File: src/sms_cfg.svh
/*
 Constants of the register bank with external data move stretch control:
 register indices, reset values, field positions, bus codes and timing.
 Assumes inclusion by the package and the bank module by bare name.
*/
`ifndef SMS_CFG_SVH
`define SMS_CFG_SVH

// ==========================================================================
// Register indices (byte address on the bus is four times the index)
`define IDX_PORT0          9'h080
`define IDX_STACK_PTR      9'h081
`define IDX_DPTR0_LOW      9'h082
`define IDX_DPTR0_HIGH     9'h083
`define IDX_DPTR1_LOW      9'h084
`define IDX_DPTR1_HIGH     9'h085
`define IDX_PTR_SELECT     9'h086
`define IDX_POWER_CTRL     9'h087
`define IDX_TIMER01_CTRL   9'h088
`define IDX_TIMER01_MODE   9'h089
`define IDX_TIMER0_LOW     9'h08a
`define IDX_TIMER1_LOW     9'h08b
`define IDX_TIMER0_HIGH    9'h08c
`define IDX_TIMER1_HIGH    9'h08d
`define IDX_CLK_STRETCH    9'h08e
`define IDX_PORT1          9'h090
`define IDX_SERIAL_CTRL    9'h098
`define IDX_SERIAL_BUF     9'h099
`define IDX_PORT2          9'h0a0
`define IDX_INT_ENABLE     9'h0a8
`define IDX_PORT3          9'h0b0
`define IDX_INT_PRIORITY   9'h0b8
`define IDX_CHIP_CONFIG    9'h0bf
`define IDX_PORT4          9'h0c0
`define IDX_TIMER2_CTRL    9'h0c8
`define IDX_MOVE_STATUS    9'h100

// ==========================================================================
// Reset values
`define RST_ZERO           8'h00
`define RST_PORT           8'hff
`define RST_STACK_PTR      8'h07
`define RST_POWER_CTRL     8'h30
`define RST_CLK_STRETCH    8'h01
`define RST_INT_PRIORITY   8'h80
`define RST_CHIP_CONFIG    8'h10

// ==========================================================================
// Fields and bus codes
`define SFR_BASE           9'h080
`define PTR_SEL_MASK       8'h01
`define STRETCH_LSB        0
`define STRETCH_MSB        2
`define TMR_CLK_LSB        3
`define TMR_CLK_MSB        5
`define RESP_OKAY          2'b00
`define RESP_SLVERR        2'b10
`define MOVE_BASE_CYCLES   4'h2
`define STROBE_MIN_CLKS    8'h02
`define STROBE_PER_CODE    8'h04

`endif

File: src/sms_pkg.sv
/*
 Types of the register bank: move sequencer states and the bank state.
 Assumes sms_cfg.svh is on the include path.
*/
`include "sms_cfg.svh"

package sms_pkg;

	// ======================================================================
	// Sequencer states
	typedef enum logic [0:0] {
		MOVE_IDLE,
		MOVE_ACTIVE
	} sms_move_e;

	// ======================================================================
	// Whole state of the bank, registered in one place
	typedef struct packed {
		logic [127:0][7:0] sfr;
		logic              awHeld;
		logic [8:0]        awIdx;
		logic              wHeld;
		logic [7:0]        wData;
		logic              wLane0;
		logic              bValid;
		logic [1:0]        bResp;
		logic              rValid;
		logic [31:0]       rData;
		logic [1:0]        rResp;
		sms_move_e         mv;
		logic              mvWrite;
		logic [2:0]        mvCode;
		logic [7:0]        mvCnt;
		logic [15:0]       mvAddr;
		logic              rdOn;
		logic              wrOn;
		logic              mvDone;
		logic              lastBitAddr;
	} sms_state_s;

endpackage

File: src/sms_sfr_bank.sv
/*
 Special function register bank with external data move stretch sequencer,
 reached over an AXI4-Lite slave port (32-bit data, one word per register).
 Assumes the processor core issues move requests synchronous to core_clk
 and that the bus master keeps AXI4-Lite valid/ready ordering.
*/
`timescale 1ns/1ps
`include "sms_cfg.svh"

// Operation
// - An external data move lasts stretch code plus two instruction cycles.
// - Strobe lasts two clocks at code zero, else four clocks per code.
// - Clock and stretch control resets to 01, giving code 001.
// - Clock and stretch control lives at 8E with timer clock selects.
// - Only listed registers decode; unused addresses have nothing behind.
// - Port latches 80,90,A0,B0,C0 reset to ones; C0 not bit-addressable.
// - Timer control at 88 bit-addressable; 88 through 8D reset zero.
// - Timer bytes ordered T0 low, T1 low, T0 high, T1 high.
// - Interrupt priority at B8, bit-addressable, resets to 80.
// - Second pointer bytes at 84 and 85, first at 82, 83; all zero.
// - Pointer select at 86 resets zero, first pointer active.
// - Serial control at 98 bit-addressable and buffer at 99, zero.
// - Interrupt enable A8 and timer 2 control C8 bit-addressable, zero.
// - Stretch code occupies bits 2 to 0, bit 2 most significant.
// - Select bit picks pointer; select bits 7 to 1 read zero.
module sms_sfr_bank
	import sms_pkg::*;
#(
	parameter int ADDR_W      = 12,
	parameter int CLKS_PER_IC = 4
) (
	// Clock and reset
	input  wire logic              core_clk,
	input  wire logic              rst,
	// AXI4-Lite write address and data
	input  wire logic              s_axi_awvalid,
	output logic                   s_axi_awready,
	input  wire logic [ADDR_W-1:0] s_axi_awaddr,
	input  wire logic [2:0]        s_axi_awprot,
	input  wire logic              s_axi_wvalid,
	output logic                   s_axi_wready,
	input  wire logic [31:0]       s_axi_wdata,
	input  wire logic [3:0]        s_axi_wstrb,
	// AXI4-Lite write response
	output logic                   s_axi_bvalid,
	input  wire logic              s_axi_bready,
	output logic [1:0]             s_axi_bresp,
	// AXI4-Lite read
	input  wire logic              s_axi_arvalid,
	output logic                   s_axi_arready,
	input  wire logic [ADDR_W-1:0] s_axi_araddr,
	input  wire logic [2:0]        s_axi_arprot,
	output logic                   s_axi_rvalid,
	input  wire logic              s_axi_rready,
	output logic [31:0]            s_axi_rdata,
	output logic [1:0]             s_axi_rresp,
	// External data move request from the core
	input  wire logic              moveStart,
	input  wire logic              moveWrite,
	output logic                   moveBusy,
	output logic                   moveDone,
	// External memory strobes and address
	output logic                   extReadStrobeN,
	output logic                   extWriteStrobeN,
	output logic [15:0]            extAddr,
	// Register contents used elsewhere in the chip
	output logic [15:0]            activeDataPointer,
	output logic [2:0]             timerFastClk,
	output logic [2:0]             stretchCode
);

	// ======================================================================
	// Decode helpers

	// True for every implemented register index
	// Gaps in the map stay unmapped so reads see zero there
	function automatic logic isMapped(input logic [8:0] idx);
		// listed slots only
		// Timer bytes: T0 low, T1 low, T0 high, T1 high at 8A..8D
		unique case (idx)
			`IDX_PORT0, `IDX_STACK_PTR, `IDX_DPTR0_LOW, `IDX_DPTR0_HIGH,
			`IDX_DPTR1_LOW, `IDX_DPTR1_HIGH, `IDX_PTR_SELECT,
			`IDX_POWER_CTRL, `IDX_TIMER01_CTRL, `IDX_TIMER01_MODE,
			`IDX_TIMER0_LOW, `IDX_TIMER1_LOW, `IDX_TIMER0_HIGH,
			`IDX_TIMER1_HIGH, `IDX_CLK_STRETCH, `IDX_PORT1,
			`IDX_SERIAL_CTRL, `IDX_SERIAL_BUF, `IDX_PORT2,
			`IDX_INT_ENABLE, `IDX_PORT3, `IDX_INT_PRIORITY,
			`IDX_CHIP_CONFIG, `IDX_PORT4, `IDX_TIMER2_CTRL:
				isMapped = 1'b1;
			default:
				isMapped = 1'b0;
		endcase
	endfunction

	// Registers the core may address bit by bit
	// Port 4 is left out on purpose: it is byte access only
	function automatic logic isBitAddr(input logic [8:0] idx);
		unique case (idx)
			`IDX_PORT0, `IDX_PORT1, `IDX_PORT2, `IDX_PORT3,
			`IDX_TIMER01_CTRL, `IDX_SERIAL_CTRL, `IDX_INT_ENABLE,
			`IDX_INT_PRIORITY, `IDX_TIMER2_CTRL:
				isBitAddr = 1'b1;
			default:
				isBitAddr = 1'b0;
		endcase
	endfunction

	// Reset byte of one register index
	// Chip configuration has don't-care bits; they reset to zero here
	function automatic logic [7:0] resetOf(input logic [8:0] idx);
		// reset values
		// Pointer select resets zero, so the first pointer is active
		unique case (idx)
			`IDX_PORT0, `IDX_PORT1, `IDX_PORT2, `IDX_PORT3, `IDX_PORT4:
				resetOf = `RST_PORT;
			`IDX_STACK_PTR:
				resetOf = `RST_STACK_PTR;
			`IDX_POWER_CTRL:
				resetOf = `RST_POWER_CTRL;
			`IDX_CLK_STRETCH:
				resetOf = `RST_CLK_STRETCH;
			`IDX_INT_PRIORITY:
				resetOf = `RST_INT_PRIORITY;
			`IDX_CHIP_CONFIG:
				resetOf = `RST_CHIP_CONFIG;
			default:
				resetOf = `RST_ZERO;
		endcase
	endfunction

	// Byte address to register index; the two lane bits are ignored
	function automatic logic [8:0] wordIdx(input logic [ADDR_W-1:0] a);
		wordIdx = a[10:2];
	endfunction

	// Whole move length in clocks
	function automatic logic [7:0] moveClks(input logic [2:0] code);
		moveClks = 8'(({1'b0, code} + `MOVE_BASE_CYCLES) * CLKS_PER_IC);
	endfunction

	// Strobe width in clocks; code zero is the short special case
	function automatic logic [7:0] strobeClks(input logic [2:0] code);
		if (code == 3'h0) begin
			strobeClks = `STROBE_MIN_CLKS;
		end else begin
			strobeClks = 8'({5'h00, code} * `STROBE_PER_CODE);
		end
	endfunction

	// Reset image of the whole bank; unmapped slots stay zero
	function automatic logic [127:0][7:0] sfrReset();
		logic [127:0][7:0] r;
		r = '0;
		for (int i = 0; i < 128; i++) begin
			r[i] = resetOf(9'(i) + `SFR_BASE);
		end
		sfrReset = r;
	endfunction

	// Reset image held as a constant so the reset branch loads constants only
	localparam logic [127:0][7:0] SFR_RESET = sfrReset();

	// Strobe opens one instruction cycle into the move.
	// With CLKS_PER_IC of 4 the longest strobe (28) ends at clock 32,
	// inside the 36 clocks of the longest move, so it never gets cut.
	// A smaller CLKS_PER_IC would clip long strobes at move end.
	localparam logic [7:0] STROBE_START = 8'(CLKS_PER_IC);

	// ======================================================================
	// State

	sms_state_s q;
	sms_state_s d;
	logic [8:0] wrIdx;
	logic [8:0] rdIdx;
	logic       doWrite;
	logic [7:0] nextCnt;
	logic [2:0] liveCode;
	logic [7:0] rdByte;

	assign wrIdx    = q.awIdx;
	assign rdIdx    = wordIdx(s_axi_araddr);
	assign doWrite  = q.awHeld && q.wHeld && !q.bValid;
	assign liveCode = q.sfr[7'(`IDX_CLK_STRETCH)][`STRETCH_MSB:`STRETCH_LSB];
	assign nextCnt  = q.mvCnt + 8'h01;

	// ======================================================================
	// Handshake outputs

	// One slot per channel: a new write waits until its response is
	// taken, which keeps the bank free of any write queue.
	assign s_axi_awready = !q.awHeld && !q.bValid;
	assign s_axi_wready  = !q.wHeld && !q.bValid;
	assign s_axi_arready = !q.rValid;

	// ======================================================================
	// Read data

	always_comb begin
		rdByte = `RST_ZERO;
		if (rdIdx[8:7] == 2'b01 && isMapped(rdIdx)) begin
			rdByte = q.sfr[rdIdx[6:0]];
		end
	end

	// ======================================================================
	// Next state

	always_comb begin
		d = q;
		d.mvDone = 1'b0;

		// Write channel capture, either order
		if (s_axi_awvalid && s_axi_awready) begin
			d.awHeld = 1'b1;
			d.awIdx  = wordIdx(s_axi_awaddr);
		end
		if (s_axi_wvalid && s_axi_wready) begin
			d.wHeld  = 1'b1;
			d.wData  = s_axi_wdata[7:0];
			d.wLane0 = s_axi_wstrb[0];
		end

		if (doWrite) begin
			d.awHeld = 1'b0;
			d.wHeld  = 1'b0;
			d.bValid = 1'b1;
			d.bResp  = (wrIdx[8] && wrIdx != `IDX_MOVE_STATUS) ?
				`RESP_SLVERR : `RESP_OKAY;
			if (q.wLane0 && wrIdx[8:7] == 2'b01 && isMapped(wrIdx)) begin
				d.sfr[wrIdx[6:0]] = q.wData;
				d.lastBitAddr = isBitAddr(wrIdx);
				if (wrIdx == `IDX_PTR_SELECT) begin
					d.sfr[wrIdx[6:0]] = q.wData & `PTR_SEL_MASK;
				end
			end
		end else if (q.bValid && s_axi_bready) begin
			d.bValid = 1'b0;
		end

		// Read channel: one cycle from address to data
		if (s_axi_arvalid && s_axi_arready) begin
			d.rValid = 1'b1;
			d.rResp  = `RESP_OKAY;
			d.rData  = {24'h000000, rdByte};
			if (rdIdx == `IDX_MOVE_STATUS) begin
				d.rData = {27'h0000000, q.lastBitAddr, q.mvCode,
					q.mv == MOVE_ACTIVE};
			end else if (rdIdx[8]) begin
				d.rResp = `RESP_SLVERR;
			end
		end else if (q.rValid && s_axi_rready) begin
			d.rValid = 1'b0;
		end

		// External data move sequencer
		// The code, direction and address are latched at start so a
		// register write during a move cannot reshape the strobe.
		// A start seen while busy is dropped without any sign.
		unique case (q.mv)
			MOVE_IDLE: begin
				if (moveStart) begin
					d.mvCode  = liveCode;
					d.mvWrite = moveWrite;
					d.mvAddr  = activeDataPointer;
					d.mvCnt   = 8'h00;
					d.mv      = MOVE_ACTIVE;
				end
			end
			MOVE_ACTIVE: begin
				d.mvCnt = nextCnt;
				d.rdOn = !q.mvWrite && nextCnt >= STROBE_START &&
					nextCnt < STROBE_START + strobeClks(q.mvCode);
				d.wrOn = q.mvWrite && nextCnt >= STROBE_START &&
					nextCnt < STROBE_START + strobeClks(q.mvCode);
				if (nextCnt == moveClks(q.mvCode)) begin
					d.mv     = MOVE_IDLE;
					d.mvDone = 1'b1;
					d.rdOn   = 1'b0;
					d.wrOn   = 1'b0;
				end
			end
		endcase
	end

	// ======================================================================
	// State register

	always_ff @(posedge core_clk or posedge rst) begin
		if (rst) begin
			q             <= '0;
			q.sfr         <= SFR_RESET;
			q.mv          <= MOVE_IDLE;
			q.mvCode      <= 3'(`RST_CLK_STRETCH);
			q.bResp       <= `RESP_OKAY;
			q.rResp       <= `RESP_OKAY;
		end else begin
			q <= d;
		end
	end

	// ======================================================================
	// Outputs

	assign s_axi_bvalid = q.bValid;
	assign s_axi_bresp  = q.bResp;
	assign s_axi_rvalid = q.rValid;
	assign s_axi_rdata  = q.rData;
	assign s_axi_rresp  = q.rResp;

	// Every move output comes straight from a flip-flop of the state
	assign moveBusy        = q.mv == MOVE_ACTIVE;
	assign moveDone        = q.mvDone;
	assign extReadStrobeN  = !q.rdOn;
	assign extWriteStrobeN = !q.wrOn;
	assign extAddr         = q.mvAddr;
	assign stretchCode     = liveCode;
	// timer clock selects share the register
	assign timerFastClk =
		q.sfr[7'(`IDX_CLK_STRETCH)][`TMR_CLK_MSB:`TMR_CLK_LSB];

	// pointer choice by select bit
	// Combinational so a select write takes effect on the next move
	// without an extra register stage.
	always_comb begin
		if (q.sfr[7'(`IDX_PTR_SELECT)][0]) begin
			activeDataPointer = {q.sfr[7'(`IDX_DPTR1_HIGH)],
				q.sfr[7'(`IDX_DPTR1_LOW)]};
		end else begin
			activeDataPointer = {q.sfr[7'(`IDX_DPTR0_HIGH)],
				q.sfr[7'(`IDX_DPTR0_LOW)]};
		end
	end

endmodule

File: config.mk
export PLATFORM = sky130hd
export DESIGN_NAME = sms_sfr_bank
export DESIGN_NICKNAME = d
export VERILOG_FILES = /design/src/sms_pkg.sv /design/src/sms_sfr_bank.sv
export VERILOG_INCLUDE_DIRS = /design/src
export SDC_FILE = /design/constraint.sdc
export NUM_CORES = 2
export LEC_CHECK = 0
export ABC_CLOCK_PERIOD_IN_PS = 35100
export BUFFER_PORTS_ARGS = -buffer_cell sky130_fd_sc_hd__buf_4
export CORE_UTILIZATION = 40
export DETAILED_ROUTE_END_ITERATION = 16
export PLACE_DENSITY = 0.58
export SYNTH_ARGS = -nofsm -noshare
export SYNTH_HDL_FRONTEND = slang
export SYNTH_SLANG_ARGS = --single-unit
File: constraint.sdc
create_clock -name core_clk -period 35.1 [get_ports core_clk]
set_clock_uncertainty 0.15 [all_clocks]
set_input_delay 3.51 -clock core_clk [delete_from_list [all_inputs] [get_ports core_clk]]
set_output_delay 3.51 -clock core_clk [all_outputs]
set_load 0.01 [all_outputs]
==> results.sh <==
export IMPL_outcome="completed"
export IMPL_reg2reg_from="wrIdx[6]$_DFFE_PP0P_"
export IMPL_dieArea_mm2=0.08853
export IMPL_critPathBufInv=5
export IMPL_grt_overflow=0
export IMPL_cts_sinks=857
export IMPL_post_cts_buffers=0
export IMPL_grt_usage=0.1661
export IMPL_num_vias=16180
export IMPL_drtPass1Iterations=5
export IMPL_crit_chain="buf_4 > inv_8 > buf_4 > buf_4 > buf_4"
export IMPL_cp_startpoint="rst"
export IMPL_clock_path_buffers=3
export IMPL_setup_tns_final_ns=0
export IMPL_ir_worst_vdd_v=0.00003487
export IMPL_initial_core_util=0.4033
export IMPL_place_congestion=0.7847
export IMPL_hp_start="q[359]$_DFFE_PP0P_"
export IMPL_max_slew_margin_rel=0.1600
export IMPL_syn_to_final_growth_pct=6.869
export IMPL_cts_buffers=89
export IMPL_synth_async_reset_ratio=1.000
export IMPL_seqCellArea_mm2=0.02151
export IMPL_cp_max_fo=133
export IMPL_power_leakage_nw=17.65
export IMPL_synth_flop_cell="dfrtp_1"
export IMPL_cts_hold_fix_buffers=0
export IMPL_synth_cell_area_mm2=0.03494
export IMPL_finalNetCount=2072
export IMPL_die_y_um=297.5
export IMPL_powerDensity_mw_per_mm2=60.03
export IMPL_start_kind="primary input"
export IMPL_dp_hpwl_um=43490
export IMPL_layout_commonest_cell="dfrtp_1"
export IMPL_netlist_instances=2520
export IMPL_critPathCaptureType="asynchronous set/reset pin"
export IMPL_ys_ff_latch=857
export IMPL_hold_viol=0
export IMPL_core_area_mm2=0.08662
export IMPL_max_stage_delay_ns=0.86
export IMPL_period_needed_ns=6.478
export IMPL_drv_slew=0
export IMPL_htree_levels=3
export IMPL_port_buffers=92
export IMPL_cts_root_buf="clkbuf_16"
export IMPL_cp_arrival_ns=6.97
export IMPL_clock_latency_ns=0.63
export IMPL_avgSynthCellArea_um2=13.86
export IMPL_post_cts_resized=0
export IMPL_critical_path_class="primary input to asynchronous set/reset pin"
export IMPL_ant_nets=0
export IMPL_grt_pass1_vias=18160
export IMPL_drv_cap=0
export IMPL_synth_edf_count=0
export IMPL_synth_cell_types=68
export IMPL_ys_seq_area_frac=0.6156
export IMPL_tightest_slew_ns=1.256
export IMPL_drive_gt1_frac=0.3720
export IMPL_fillCellCount=7572
export IMPL_final_cell_mix="dfrtp_1 (808), mux2_2 (244), mux4_2 (201), buf_4 (112), clkbuf_16 (93)"
export IMPL_antenna_found_initial=2
export IMPL_multi_input_area_mm2=0.01032
export IMPL_num_antenna_cells=0
export IMPL_viasPerCell=5.029
export IMPL_tritoncts="done"
export IMPL_clkSlewWorstSetupHoldPaths_ns=0.06
export IMPL_fmax_mhz=154.4
export IMPL_hold_path_class="flop to flop"
export IMPL_cpMaxStageDelayCell="buf_4"
export IMPL_finalCritPeriodShare=0.1846
export IMPL_path_common_cell="buf_4"
export IMPL_fp_row_count=108
export IMPL_drt_iter0_drc=1268
export IMPL_yosysWarnings=0
export IMPL_required_ns=35.59
export IMPL_crit_family="buffers and inverters"
export IMPL_route_detailed_drc=0
export IMPL_wl_um=71100
export IMPL_setup_viol=0
export IMPL_holdWs_ns=0.2173
export IMPL_io_pins=158
export IMPL_grt_first_pass_wirelength_um=112500
export IMPL_grt_start_max_net_pins=141
export IMPL_wl_per_cell_um=22.10
export IMPL_die_w_um=297.5
export IMPL_rsz0062_at_grt="no"
-- final timing paths --
check	end	slack (ns)	cells past startpoint
min in group asynchronous	q[319]$_DFFE_PP0P_	2.95	2
max reg2reg	q[610]$_DFFE_PP1P_	30.89	6
min	q[359]$_DFFE_PP0P_	0.22	0
max in group core_clk	s_axi_rdata[4]$_DFFE_PP0P_	28.74	7
min reg2reg	q[359]$_DFFE_PP0P_	0.22	0
max	q[1001]$_DFFE_PP0P_	28.62	5
-- where the power goes --
group	total (mW)	switching (mW)	internal [mW]
sequential	1.05	0.0372	1.01
clock	0.981	0.383	0.597
combinational	0.213	0.139	0.0740
total	2.24	0.559	1.68
-- kinds of logic (layout without fill, tap and decap cells) --
| family | count (synthesis) | in the layout | share of synthesized area |
|---|---|---|---|
| AOI/OAI and AO/OA | 135 | 135 | 0.02797 |
| other | 1 | 26 | 0.0001073 |
| adders and majority gates | 6 | 6 | 0.002149 |
| and+or+nand+nor | 227 | 227 | 0.03374 |
| DFF | 857 | 857 | 0.6156 |
| xor gates and xnor gates | 10 | 10 | 0.002937 |
| muxes | 504 | 504 | 0.2255 |
| buffers and inverters | 780 | 297 | 0.09204 |
-- Yosys cell counts (23+ instances only) --
master | count | area [µm²]
buf_2 | 38 | 190.2
buf_4 | 60 | 450.4
clkbuf_1 | 648 | 2432
dfrtp_1 | 808 | 20220
dfstp_2 | 49 | 1287
mux2_2 | 244 | 2748
mux2i_1 | 49 | 490.5
mux4_2 | 201 | 4527
nand2_1 | 80 | 300.3
nand3_1 | 23 | 115.1
nor2_1 | 32 | 120.1
-- layout make-up --
cell class,count,area share
clock inverter,24,0.009618
clock buffer,138,0.07275
multi-input combinational,908,0.2764
sequential,857,0.5760
inverter,19,0.002145
tap,1155,0.03871
timing repair buffer,116,0.02440
-- flip-flops by register name (all words and copies together) (netlist names), 2 cells and up, named ones only --
name / flops
q: 741
extAddr: 16
timerFastClk: 3
stretchCode: 2
wrIdx: 9
s_axi_rdata: 8
-- routing by layer --
metal / share of wire / GRT usage / up-vias
met5: 0.00038 / 0 / -
met4: 0.026 / 0.04885 / 4
met3: 0.053 / 0.04097 / 132
met2: 0.45 / 0.2443 / 356
met1: 0.48 / 0.2437 / 8505
li1: - / - / 7181
-- per-stage QoR --
step                total power, mW  area [µm²]  std cells  utilization  worst slack (ns)
finish                        2.241       37340       3217       0.4311             28.62
global route                  2.332       37340       3217       0.4311             28.00
CTS                           2.271       37340       3217       0.4311             28.46
detailed placement            1.280       34260       3055       0.3955             27.81
global placement              1.273       34260       3055       0.3955             28.04
floorplan                     1.206       35030       2545            -             7.440
Note: power is estimated with default switching activity, not from simulation.
